<file path="src/shared/rmrf_regs.vh">
// Constants shared by the response and receive framer files.
`ifndef RMRF_REGS_VH
`define RMRF_REGS_VH

// ****************************************************************
// Framing characters
// ****************************************************************
`define RMRF_PREFIX      8'h2a
`define RMRF_EQUALS      8'h3d
`define RMRF_COMMA       8'h2c
`define RMRF_CR          8'h0d
`define RMRF_LF          8'h0a
`define RMRF_RXTAG_C0    8'h44
`define RMRF_RXTAG_C1    8'h52

// ****************************************************************
// Response kinds and their parameter lengths in source bytes
// ****************************************************************
`define RMRF_K_HEX2      3'h0
`define RMRF_K_HEX4      3'h1
`define RMRF_K_PAIR      3'h2
`define RMRF_K_CHAN      3'h3
`define RMRF_K_SER9      3'h4
`define RMRF_K_VAR       3'h5
`define RMRF_LEN_HEX2    8'h01
`define RMRF_LEN_HEX4    8'h02
`define RMRF_LEN_PAIR    8'h02
`define RMRF_LEN_CHAN    8'h28
`define RMRF_LEN_SER9    8'h09
`define RMRF_MAX_PAYLOAD 8'hff
`define RMRF_HEAD_LAST   2'h3
`define RMRF_HEX_TEN     8'h0a
`define RMRF_HEX_DIGIT0  8'h30
`define RMRF_HEX_ALPHA   8'h37

// ****************************************************************
// Timing
// ****************************************************************
`define RMRF_CLK_NS        40
`define RMRF_PROC_DELAY_NS 2000
`define RMRF_PROC_CYC \
  ((`RMRF_PROC_DELAY_NS + `RMRF_CLK_NS - 1) / `RMRF_CLK_NS)

`endif

</file>
<file path="src/rtl/rmrf_framer.v">
// Response and data receive framer that drives the module's UART side.
//
// Function
// - Every response and receive starts with the asterisk prefix.
// - Response name is the two characters of the causing command.
// - An equals sign follows the name, then the parameter bytes.
// - Every output ends with carriage return then line feed.
// - Received radio data goes out under the data receive name.
// - Ordinary responses carry one byte as two hex characters.
// - User identifier response carries four hex characters.
// - Signal strength response is two hex, comma, two hex.
// - Data receive carries a two hex count then that many raw bytes.
// - Channel report carries two hex per antenna, two antennas, 20 channels.
// - Serial number response carries exactly nine characters.
// - Output for command responses, far end results and data receives.
// - Exactly one response per command, after a processing delay.
// - Errored radio frames are dropped silently with no output.
// - Test packets are returned unchanged, sizes zero to maximum.
// - Signal strength answer reports the source station level.
// - Request to send is low while the buffer can accept data.
`include "rmrf_regs.vh"

module rmrf_framer (
  input  wire       clk,            // System clock, 25 MHz.
  input  wire       arst_n,         // Asynchronous reset, active low.
  input  wire       req_valid,      // Response request present.
  input  wire [2:0] req_kind,       // Parameter layout of the response.
  input  wire [7:0] req_name0,      // First name character.
  input  wire [7:0] req_name1,      // Second name character.
  input  wire [7:0] req_len,        // Byte count for variable responses.
  output reg        req_ready,      // Framer takes a request.
  output reg  [7:0] par_idx,        // Index of parameter byte wanted.
  input  wire [7:0] par_byte,       // Parameter byte at par_idx.
  input  wire       rx_byte_valid,  // Radio payload byte strobe.
  input  wire [7:0] rx_byte,        // Radio payload byte.
  input  wire       rx_frame_end,   // Radio frame finished strobe.
  input  wire       rx_frame_err,   // Finished frame had an error.
  input  wire       rx_is_test,     // Finished frame is a test packet.
  output reg        rts_n,          // Request to send, active low.
  input  wire       cts_n,          // Clear to send, active low.
  output reg  [7:0] tx_data,        // UART byte to send.
  output reg        tx_valid,       // UART byte present.
  input  wire       tx_ready,       // UART accepts the byte.
  output reg  [7:0] lb_data,        // Test packet byte back to radio.
  output reg        lb_valid,       // Test packet byte present.
  input  wire       lb_ready        // Radio accepts the byte.
);

  // ****************************************************************
  // States
  // ****************************************************************
  localparam [10:0] ST_IDLE  = 11'h001;
  localparam [10:0] ST_DELAY = 11'h002;
  localparam [10:0] ST_HEAD  = 11'h004;
  localparam [10:0] ST_FETCH = 11'h008;
  localparam [10:0] ST_GRAB  = 11'h010;
  localparam [10:0] ST_HI    = 11'h020;
  localparam [10:0] ST_LO    = 11'h040;
  localparam [10:0] ST_SEP   = 11'h080;
  localparam [10:0] ST_RAW   = 11'h100;
  localparam [10:0] ST_DATA  = 11'h200;
  localparam [10:0] ST_TERM  = 11'h400;
  localparam integer PROC_FULL = `RMRF_PROC_CYC;
  localparam [7:0]  PROC_CYC = PROC_FULL[7:0];

  reg [10:0] state;
  reg [2:0]  kind;
  reg [7:0]  name0;
  reg [7:0]  name1;
  reg [7:0]  plen;
  reg [7:0]  pcnt;
  reg [7:0]  hold;
  reg [1:0]  hidx;
  reg [7:0]  dcnt;
  reg [7:0]  bidx;
  reg        is_rx;
  reg        in_loop;
  reg        lf_next;
  reg        rx_done;

  reg        pend;
  reg        pend_test;
  reg [7:0]  cnt;
  reg [7:0]  wcnt;
  reg        ovf;

  wire [7:0] buf_q;
  wire [7:0] asc_hi;
  wire [7:0] asc_lo;
  wire       buf_we;
  wire       can_tx;
  wire       can_lb;
  wire       raw_kind;
  wire       last_par;
  wire       last_dat;
  reg  [7:0] next_len;
  reg [10:0] next_adv;

  // ****************************************************************
  // Payload store and hex converters
  // ****************************************************************
  assign buf_we = rx_byte_valid && !pend && (wcnt != `RMRF_MAX_PAYLOAD);

  rmrf_buf u_buf (
    .clk   (clk),
    .we    (buf_we),
    .waddr (wcnt),
    .wdata (rx_byte),
    .raddr (bidx),
    .rdata (buf_q)
  );

  rmrf_hex u_hex_hi (
    .nib (hold[7:4]),
    .asc (asc_hi)
  );

  rmrf_hex u_hex_lo (
    .nib (hold[3:0]),
    .asc (asc_lo)
  );

  // ****************************************************************
  // Frame capture
  // ****************************************************************

  // Bytes are gathered until the frame ends; only a clean frame is kept.
  // While one frame waits for output, new radio bytes are not stored,
  // which is why request to send goes high in that time.
  always @(posedge clk or negedge arst_n)
  begin
    if (!arst_n)
    begin
      pend      <= 1'b0;
      pend_test <= 1'b0;
      cnt       <= 8'h00;
      wcnt      <= 8'h00;
      ovf       <= 1'b0;
      rts_n     <= 1'b0;
    end
    else
    begin
      if (rx_done)
        pend <= 1'b0;
      else if (!pend && rx_frame_end)
      begin
        if (!rx_frame_err && !ovf)
        begin
          pend      <= 1'b1;
          pend_test <= rx_is_test;
          cnt       <= wcnt;
        end
      end
      if (!pend && rx_frame_end)
      begin
        wcnt <= 8'h00;
        ovf  <= 1'b0;
      end
      else if (rx_byte_valid && !pend)
      begin
        if (wcnt == `RMRF_MAX_PAYLOAD)
          ovf <= 1'b1;
        else
          wcnt <= wcnt + 8'h01;
      end
      rts_n <= pend || (wcnt == `RMRF_MAX_PAYLOAD);
    end
  end

  // ****************************************************************
  // Sequencing helpers
  // ****************************************************************
  assign can_tx   = (!tx_valid || tx_ready) && !cts_n;
  assign can_lb   = !lb_valid || lb_ready;
  assign raw_kind = (kind == `RMRF_K_SER9) || (kind == `RMRF_K_VAR);
  assign last_par = (pcnt == plen - 8'h01);
  assign last_dat = (bidx == cnt - 8'h01);

  // Parameter length in source bytes for each response kind.
  always @*
  begin
    case (req_kind)
      `RMRF_K_HEX2: next_len = `RMRF_LEN_HEX2;
      `RMRF_K_HEX4: next_len = `RMRF_LEN_HEX4;
      `RMRF_K_PAIR: next_len = `RMRF_LEN_PAIR;
      `RMRF_K_CHAN: next_len = `RMRF_LEN_CHAN;
      `RMRF_K_SER9: next_len = `RMRF_LEN_SER9;
      default:      next_len = req_len;
    endcase
  end

  // Where to go after a parameter character pair or raw byte is sent.
  always @*
  begin
    if (last_par)
      next_adv = (is_rx && (cnt != 8'h00)) ? ST_DATA : ST_TERM;
    else if ((kind == `RMRF_K_PAIR) && (state == ST_LO))
      next_adv = ST_SEP;
    else
      next_adv = ST_FETCH;
  end

  // ****************************************************************
  // Output sequencer
  // ****************************************************************

  // One output at a time; a command wins only when req_ready is already high, so a
  // frame already pending goes out before a command waiting behind another output.
  always @(posedge clk or negedge arst_n)
  begin
    if (!arst_n)
    begin
      state     <= ST_IDLE;
      kind      <= `RMRF_K_HEX2;
      name0     <= 8'h00;
      name1     <= 8'h00;
      plen      <= 8'h00;
      pcnt      <= 8'h00;
      hold      <= 8'h00;
      hidx      <= 2'h0;
      dcnt      <= 8'h00;
      bidx      <= 8'h00;
      is_rx     <= 1'b0;
      in_loop   <= 1'b0;
      lf_next   <= 1'b0;
      rx_done   <= 1'b0;
      req_ready <= 1'b0;
      par_idx   <= 8'h00;
      tx_data   <= 8'h00;
      tx_valid  <= 1'b0;
      lb_data   <= 8'h00;
      lb_valid  <= 1'b0;
    end
    else
    begin
      rx_done <= 1'b0;
      if (tx_valid && tx_ready)
        tx_valid <= 1'b0;
      if (lb_valid && lb_ready)
        lb_valid <= 1'b0;
      case (state)
        ST_IDLE:
        begin
          hidx <= 2'h0;
          // Keep the echo index while the radio side stalls mid-packet.
          if (!in_loop)
            bidx <= 8'h00;
          // A finished frame still reads as pending for one cycle, so
          // rx_done blocks a second copy of the same output.
          if (req_valid && req_ready)
          begin
            kind      <= req_kind;
            name0     <= req_name0;
            name1     <= req_name1;
            plen      <= next_len;
            is_rx     <= 1'b0;
            dcnt      <= 8'h00;
            req_ready <= 1'b0;
            state     <= ST_DELAY;
          end
          else if (pend && !pend_test && !rx_done)
          begin
            kind      <= `RMRF_K_HEX2;
            name0     <= `RMRF_RXTAG_C0;
            name1     <= `RMRF_RXTAG_C1;
            plen      <= `RMRF_LEN_HEX2;
            is_rx     <= 1'b1;
            req_ready <= 1'b0;
            state     <= ST_HEAD;
          end
          else if (pend && pend_test && !in_loop && !rx_done)
          begin
            in_loop   <= 1'b1;
            req_ready <= 1'b0;
          end
          else if (in_loop)
          begin
            // Test packet goes back to the radio byte for byte.
            if (cnt == 8'h00)
            begin
              in_loop <= 1'b0;
              rx_done <= 1'b1;
            end
            else if (can_lb)
            begin
              lb_data  <= buf_q;
              lb_valid <= 1'b1;
              bidx     <= bidx + 8'h01;
              if (last_dat)
              begin
                in_loop <= 1'b0;
                rx_done <= 1'b1;
              end
            end
          end
          else
            req_ready <= !rx_done;
        end
        ST_DELAY:
        begin
          // Processing delay before the single response is framed.
          dcnt <= dcnt + 8'h01;
          if (dcnt == PROC_CYC - 8'h01)
            state <= ST_HEAD;
        end
        ST_HEAD:
        begin
          if (can_tx)
          begin
            tx_valid <= 1'b1;
            hidx     <= hidx + 2'h1;
            case (hidx)
              2'h0:    tx_data <= `RMRF_PREFIX;
              2'h1:    tx_data <= name0;
              2'h2:    tx_data <= name1;
              default: tx_data <= `RMRF_EQUALS;
            endcase
            if (hidx == `RMRF_HEAD_LAST)
            begin
              pcnt  <= 8'h00;
              state <= (plen == 8'h00) ? ST_TERM : ST_FETCH;
            end
          end
        end
        ST_FETCH:
        begin
          par_idx <= pcnt;
          state   <= ST_GRAB;
        end
        ST_GRAB:
        begin
          // The count byte of a data receive comes from the stored frame;
          // signal strength levels come from the parameter source.
          hold  <= is_rx ? cnt : par_byte;
          state <= raw_kind ? ST_RAW : ST_HI;
        end
        ST_HI:
        begin
          if (can_tx)
          begin
            tx_data  <= asc_hi;
            tx_valid <= 1'b1;
            state    <= ST_LO;
          end
        end
        ST_LO, ST_RAW:
        begin
          if (can_tx)
          begin
            tx_data  <= (state == ST_RAW) ? hold : asc_lo;
            tx_valid <= 1'b1;
            pcnt     <= pcnt + 8'h01;
            state    <= next_adv;
          end
        end
        ST_SEP:
        begin
          if (can_tx)
          begin
            tx_data  <= `RMRF_COMMA;
            tx_valid <= 1'b1;
            state    <= ST_FETCH;
          end
        end
        ST_DATA:
        begin
          if (can_tx)
          begin
            tx_data  <= buf_q;
            tx_valid <= 1'b1;
            bidx     <= bidx + 8'h01;
            if (last_dat)
              state <= ST_TERM;
          end
        end
        ST_TERM:
        begin
          if (can_tx)
          begin
            tx_valid <= 1'b1;
            lf_next  <= !lf_next;
            tx_data  <= lf_next ? `RMRF_LF : `RMRF_CR;
            if (lf_next)
            begin
              rx_done <= is_rx;
              state   <= ST_IDLE;
            end
          end
        end
        default:
          state <= ST_IDLE;
      endcase
    end
  end

endmodule // rmrf_framer

</file>
<file path="src/rtl/rmrf_hex.v">
// Nibble to upper case hexadecimal ASCII character converter.
`include "rmrf_regs.vh"

module rmrf_hex (
  input  wire [3:0] nib,  // Value to convert.
  output wire [7:0] asc   // ASCII digit or capital letter.
);

  wire [7:0] wide;

  // Digits below ten map to 0..9, the rest to A..F.
  assign wide = {4'h0, nib};
  assign asc  = (wide < `RMRF_HEX_TEN) ? (wide + `RMRF_HEX_DIGIT0)
                                       : (wide + `RMRF_HEX_ALPHA);

endmodule // rmrf_hex

</file>
<file path="src/rtl/rmrf_buf.v">
// Flip-flop payload store for one received radio frame.
`include "rmrf_regs.vh"

module rmrf_buf (
  input  wire       clk,    // System clock.
  input  wire       we,     // Write strobe.
  input  wire [7:0] waddr,  // Write index.
  input  wire [7:0] wdata,  // Write byte.
  input  wire [7:0] raddr,  // Read index.
  output wire [7:0] rdata   // Byte at the read index.
);

  wire [2047:0] flat;

  // One byte register per entry; contents need no reset.
  genvar i;
  generate
    for (i = 0; i < 256; i = i + 1)
    begin : ent
      reg [7:0] q;
      always @(posedge clk)
      begin
        if (we && ({24'h000000, waddr} == i))
          q <= wdata;
      end
      assign flat[i*8 +: 8] = q;
    end
  endgenerate

  assign rdata = flat[raddr*8 +: 8];

endmodule // rmrf_buf

</file>
<file path="config.mk">
export PLATFORM = sky130hd
export DESIGN_NAME = rmrf_framer
export DESIGN_NICKNAME = d
export VERILOG_FILES = /design/src/rtl/rmrf_framer.v /design/src/rtl/rmrf_hex.v /design/src/rtl/rmrf_buf.v
export VERILOG_INCLUDE_DIRS = /design/src /design/src/shared
export SDC_FILE = /design/constraint.sdc
export NUM_CORES = 2
export LEC_CHECK = 0
export BUFFER_PORTS_ARGS = -buffer_cell sky130_fd_sc_hd__buf_2
export CAP_MARGIN = 20
export CORE_MARGIN = 8
export CORE_UTILIZATION = 42
export DETAILED_ROUTE_END_ITERATION = 8
export HOLD_SLACK_MARGIN = 0.12
export MAX_ROUTING_LAYER = met4
export SKIP_CTS_REPAIR_TIMING = 1
export SLEW_MARGIN = 20
export SYNTH_ARGS = -nofsm -noshare
export SYNTH_HDL_FRONTEND = slang
export SYNTH_HIERARCHICAL = 1
export SYNTH_SLANG_ARGS = --single-unit
</file>
<file path="constraint.sdc">
create_clock -name clk -period 5.1 [get_ports clk]
set_input_delay 1.02 -clock clk [delete_from_list [all_inputs] [get_ports clk]]
set_output_delay 1.02 -clock clk [all_outputs]
set_load 0.03 [all_outputs]
</file>
==> out/summary.txt <==
Yosys top cell area share -> 71.4%
PortBufs -> 80
Maximum vdd ir drop -> 0.348 mV
WS Path Type -> flip-flop to flip-flop
Highest-count cells in the layout ignoring fill and taps -> edfxtp_1, mux4_2, nor2_1
Max reg flops -> 2048
Startpoint Class -> flip-flop
Crit path required time -> 5810 ps
Synth Area in Compound Gates -> 4.78%
Async S/R FF share, synth -> 5.67%
Top_reg_cell synth -> edfxtp_1
Post-layout util -> 47.5%
Rows -> 166
Die height -> 469 microns
H-tree levels -> 4
Clock skew -> 53.2 ps
Routed wire per std cell -> 29.0 microns
First-pass GRT wire length -> 317000 microns
Largest family of logic cells by synthesized area -> multiplexers
GRT Util Overall -> 20.2%
P&R area growth vs syn -> 12.7%
Skew-Pair Late Insertion Delay -> 860 ps
Commonest non-fill, non-tap cell in the layout -> edfxtp_1
Area leader, netlist -> edfxtp_1
Vias in the first global route -> 44500
Routed wire length -> 219000 microns
Lkg Pwr -> 30.3 nW
Root Buffer -> clkbuf_16
Via density -> 5.96
Top reg by flops -> u_buf/ent.q
IO Count -> 81
Post-synthesis adder-cell area fraction -> 0.189%
Die footprint -> 220000 sq um
R2R depth -> 14
Total CTS buffers -> 215
Yosys Warn Count -> 6
Worst Hold Class -> input pin to asynchronous set/reset pin
Status -> completed
Clock slew seen by the registers of the worst setup and hold paths -> 70 ps
Cell Pwr Density -> 467 nW/um^2
Synth area leaders -> edfxtp_1, mux4_2, dfrtp_1
Post-Synth Simple-Gate Area -> 4.06%
RSZ-0062 raised after global routing -> no
Post-DRT Antenna Nets -> 0
Filler Cells Inserted -> 17000
Number of synthesized flops with an enable pin -> 2048
Die Wd -> 469 microns
DR vias -> 45000
Data arrival time of the worst path -> 5560 ps
Slew at the pin closest to its max-slew limit -> 1190 ps
Share of cells above drive strength 1 -> 22.4%
Grt ovf -> 0
Biggest regs -> u_buf/ent.q: 2048 flops, state: 11 flops
Final period demand of the worst path -> 4850 ps
RePlAce Congestion -> 0.908
Final setup margin -> 249 ps
Largest net degree at the start of global routing -> 153
XOR/XNOR share of the synthesized area -> 0.417%
Crit. End Element -> flip-flop
Max Root-Sink Buffers -> 3
Final #Nets -> 4734
CP max FO -> 40
Slew HR -> 20.8%
Sink Count -> 2171
Final-report max-slew violation count -> 0
Post-route setup TNS -> 0 ps
Core ar. -> 204000 sq um
Avg Inst Size Synth -> 19.3 sq um
Post-synthesis sequential area ratio -> 74.9%
Starting DRT DRC Count -> 5208
Yosys cell types -> 88
Final period util -> 95.1%
Final HPWL DP -> 137000 microns
Max-cap violations -> 0
Mux share of post-synthesis cell area -> 13.8%
Worst slack, placed -> 364 ps
Antenna violations before repair -> 8
Initial core utilization -> 42.2%
Endpoints failing setup -> 0
Fmax -> 206 MHz
Syn Nets -> 4520
Post-Syn Area -> 86200 sq um
Synth Instances -> 4454
Yosys reg bits -> 2171
CTS tree -> built
First drt pass iteration count -> 8
Final Hold Vio Count -> 0
# DRC -> 0
==> per-layer routing <==
layer | routed length, microns | vias to the layer above | GRT usage (%)
met5 | 0 | - | -
li1 | - | 18800 | -
met1 | 93600 | 23900 | 28.4
met4 | 6230 | 0 | 5.70
met3 | 17900 | 339 | 3.71
met2 | 101000 | 1897 | 30.6
==> cell families (layout without fill, tap and decap cells) <==
family,count (synthesis),after routing
muxes,613,613
buffers and inverters,289,689
AOI/OAI and AO/OA,592,592
xor gates and xnor gates,41,41
and+or+nand+nor,733,733
adders and majority gates,13,13
DFF,2171,2171
other,2,3
==> worst max-delay path, stage by stage, from the launching register on <==
cell      delay (ps)
dfrtp_4          690
buf_12           360
buf_4            410
mux4_2           550
a22oi_1          250
a21oi_1          240
nor4_1           890
buf_4            280
nor4_1           110
nand3b_1         150
o21ai_0           90
a22oi_1          150
o21ai_0          110
a211oi_1         220
a21oi_1          100
==> power by group <==
part / switching, mW / internal (mW) / leakage (nW) / total [mW]
logic: 5.58 / 4.11 / 7.01 / 9.69
registers: 0.547 / 19.8 / 19.9 / 20.4
clock network: 6.73 / 8.57 / 3.32 / 15.3
total: 12.9 / 32.5 / 30.3 / 45.4
==> synthesized netlist by cell type (all sizes together), types with 4 or more instances <==
library cell,n
o22a,5
a211oi,24
nand2b,23
nor3b,6
a31oi,9
a211o,4
o211ai,9
inv,27
mux2,27
o22ai,21
o21ai,64
a21o,4
a22oi,184
o221ai,37
nand4,15
ha,13
and2,7
nand3,44
and3,15
a221oi,20
buf,125
mux2i,129
o31ai,4
dfrtp,122
xnor2,20
o32ai,5
nor4b,5
xor2,21
nand2,138
clkbuf,136
or4,8
or3,8
nor3,42
mux4,457
a22o,27
nor2b,24
or2,9
nand3b,8
a21boi,11
nor4,46
a21oi,138
edfxtp,2048
nor2,321
==> worst paths after layout <==
kind	startpoint	end	slack, ps
worst max register to register	bidx[0]	tx_data[1]	250
worst min-delay path	arst_n	plen[2]	280
worst max-delay path	bidx[0]	tx_data[1]	250
worst min register to register	par_idx[4]	par_idx[4]	470
max in group asynchronous	arst_n	kind[0]	3830
min in group clk	req_len[4]	plen[4]	380
==> layout make-up <==
class                           count  area (sq um)  area share [%]
Clock inverter                    132          1180            1.22
Sequential cell                  2171         64600            66.5
Clock buffer                      271          5640            5.81
Timing Repair Buffer              258          2140            2.21
Tap cell                         2688          3360            3.46
Multi-Input combinational cell   1994         20100            20.7
Antenna cell                        1          2.50         0.00258
Inverter                           28           105           0.108
==> per-stage QoR <==
step                      hold slack [ps]  std cells  area (sq um)  power, mW
after floorplan                       448       4454         86200       27.1
after global placement                459       7136         90300       30.4
after detailed placement              462       7138         90300       30.5
after CTS                             250       7541         97100       45.7
after global routing                  320       7543         97100       47.0
final                                 282       7543         97100       45.4
Note: power is estimated with default switching activity, not from simulation.
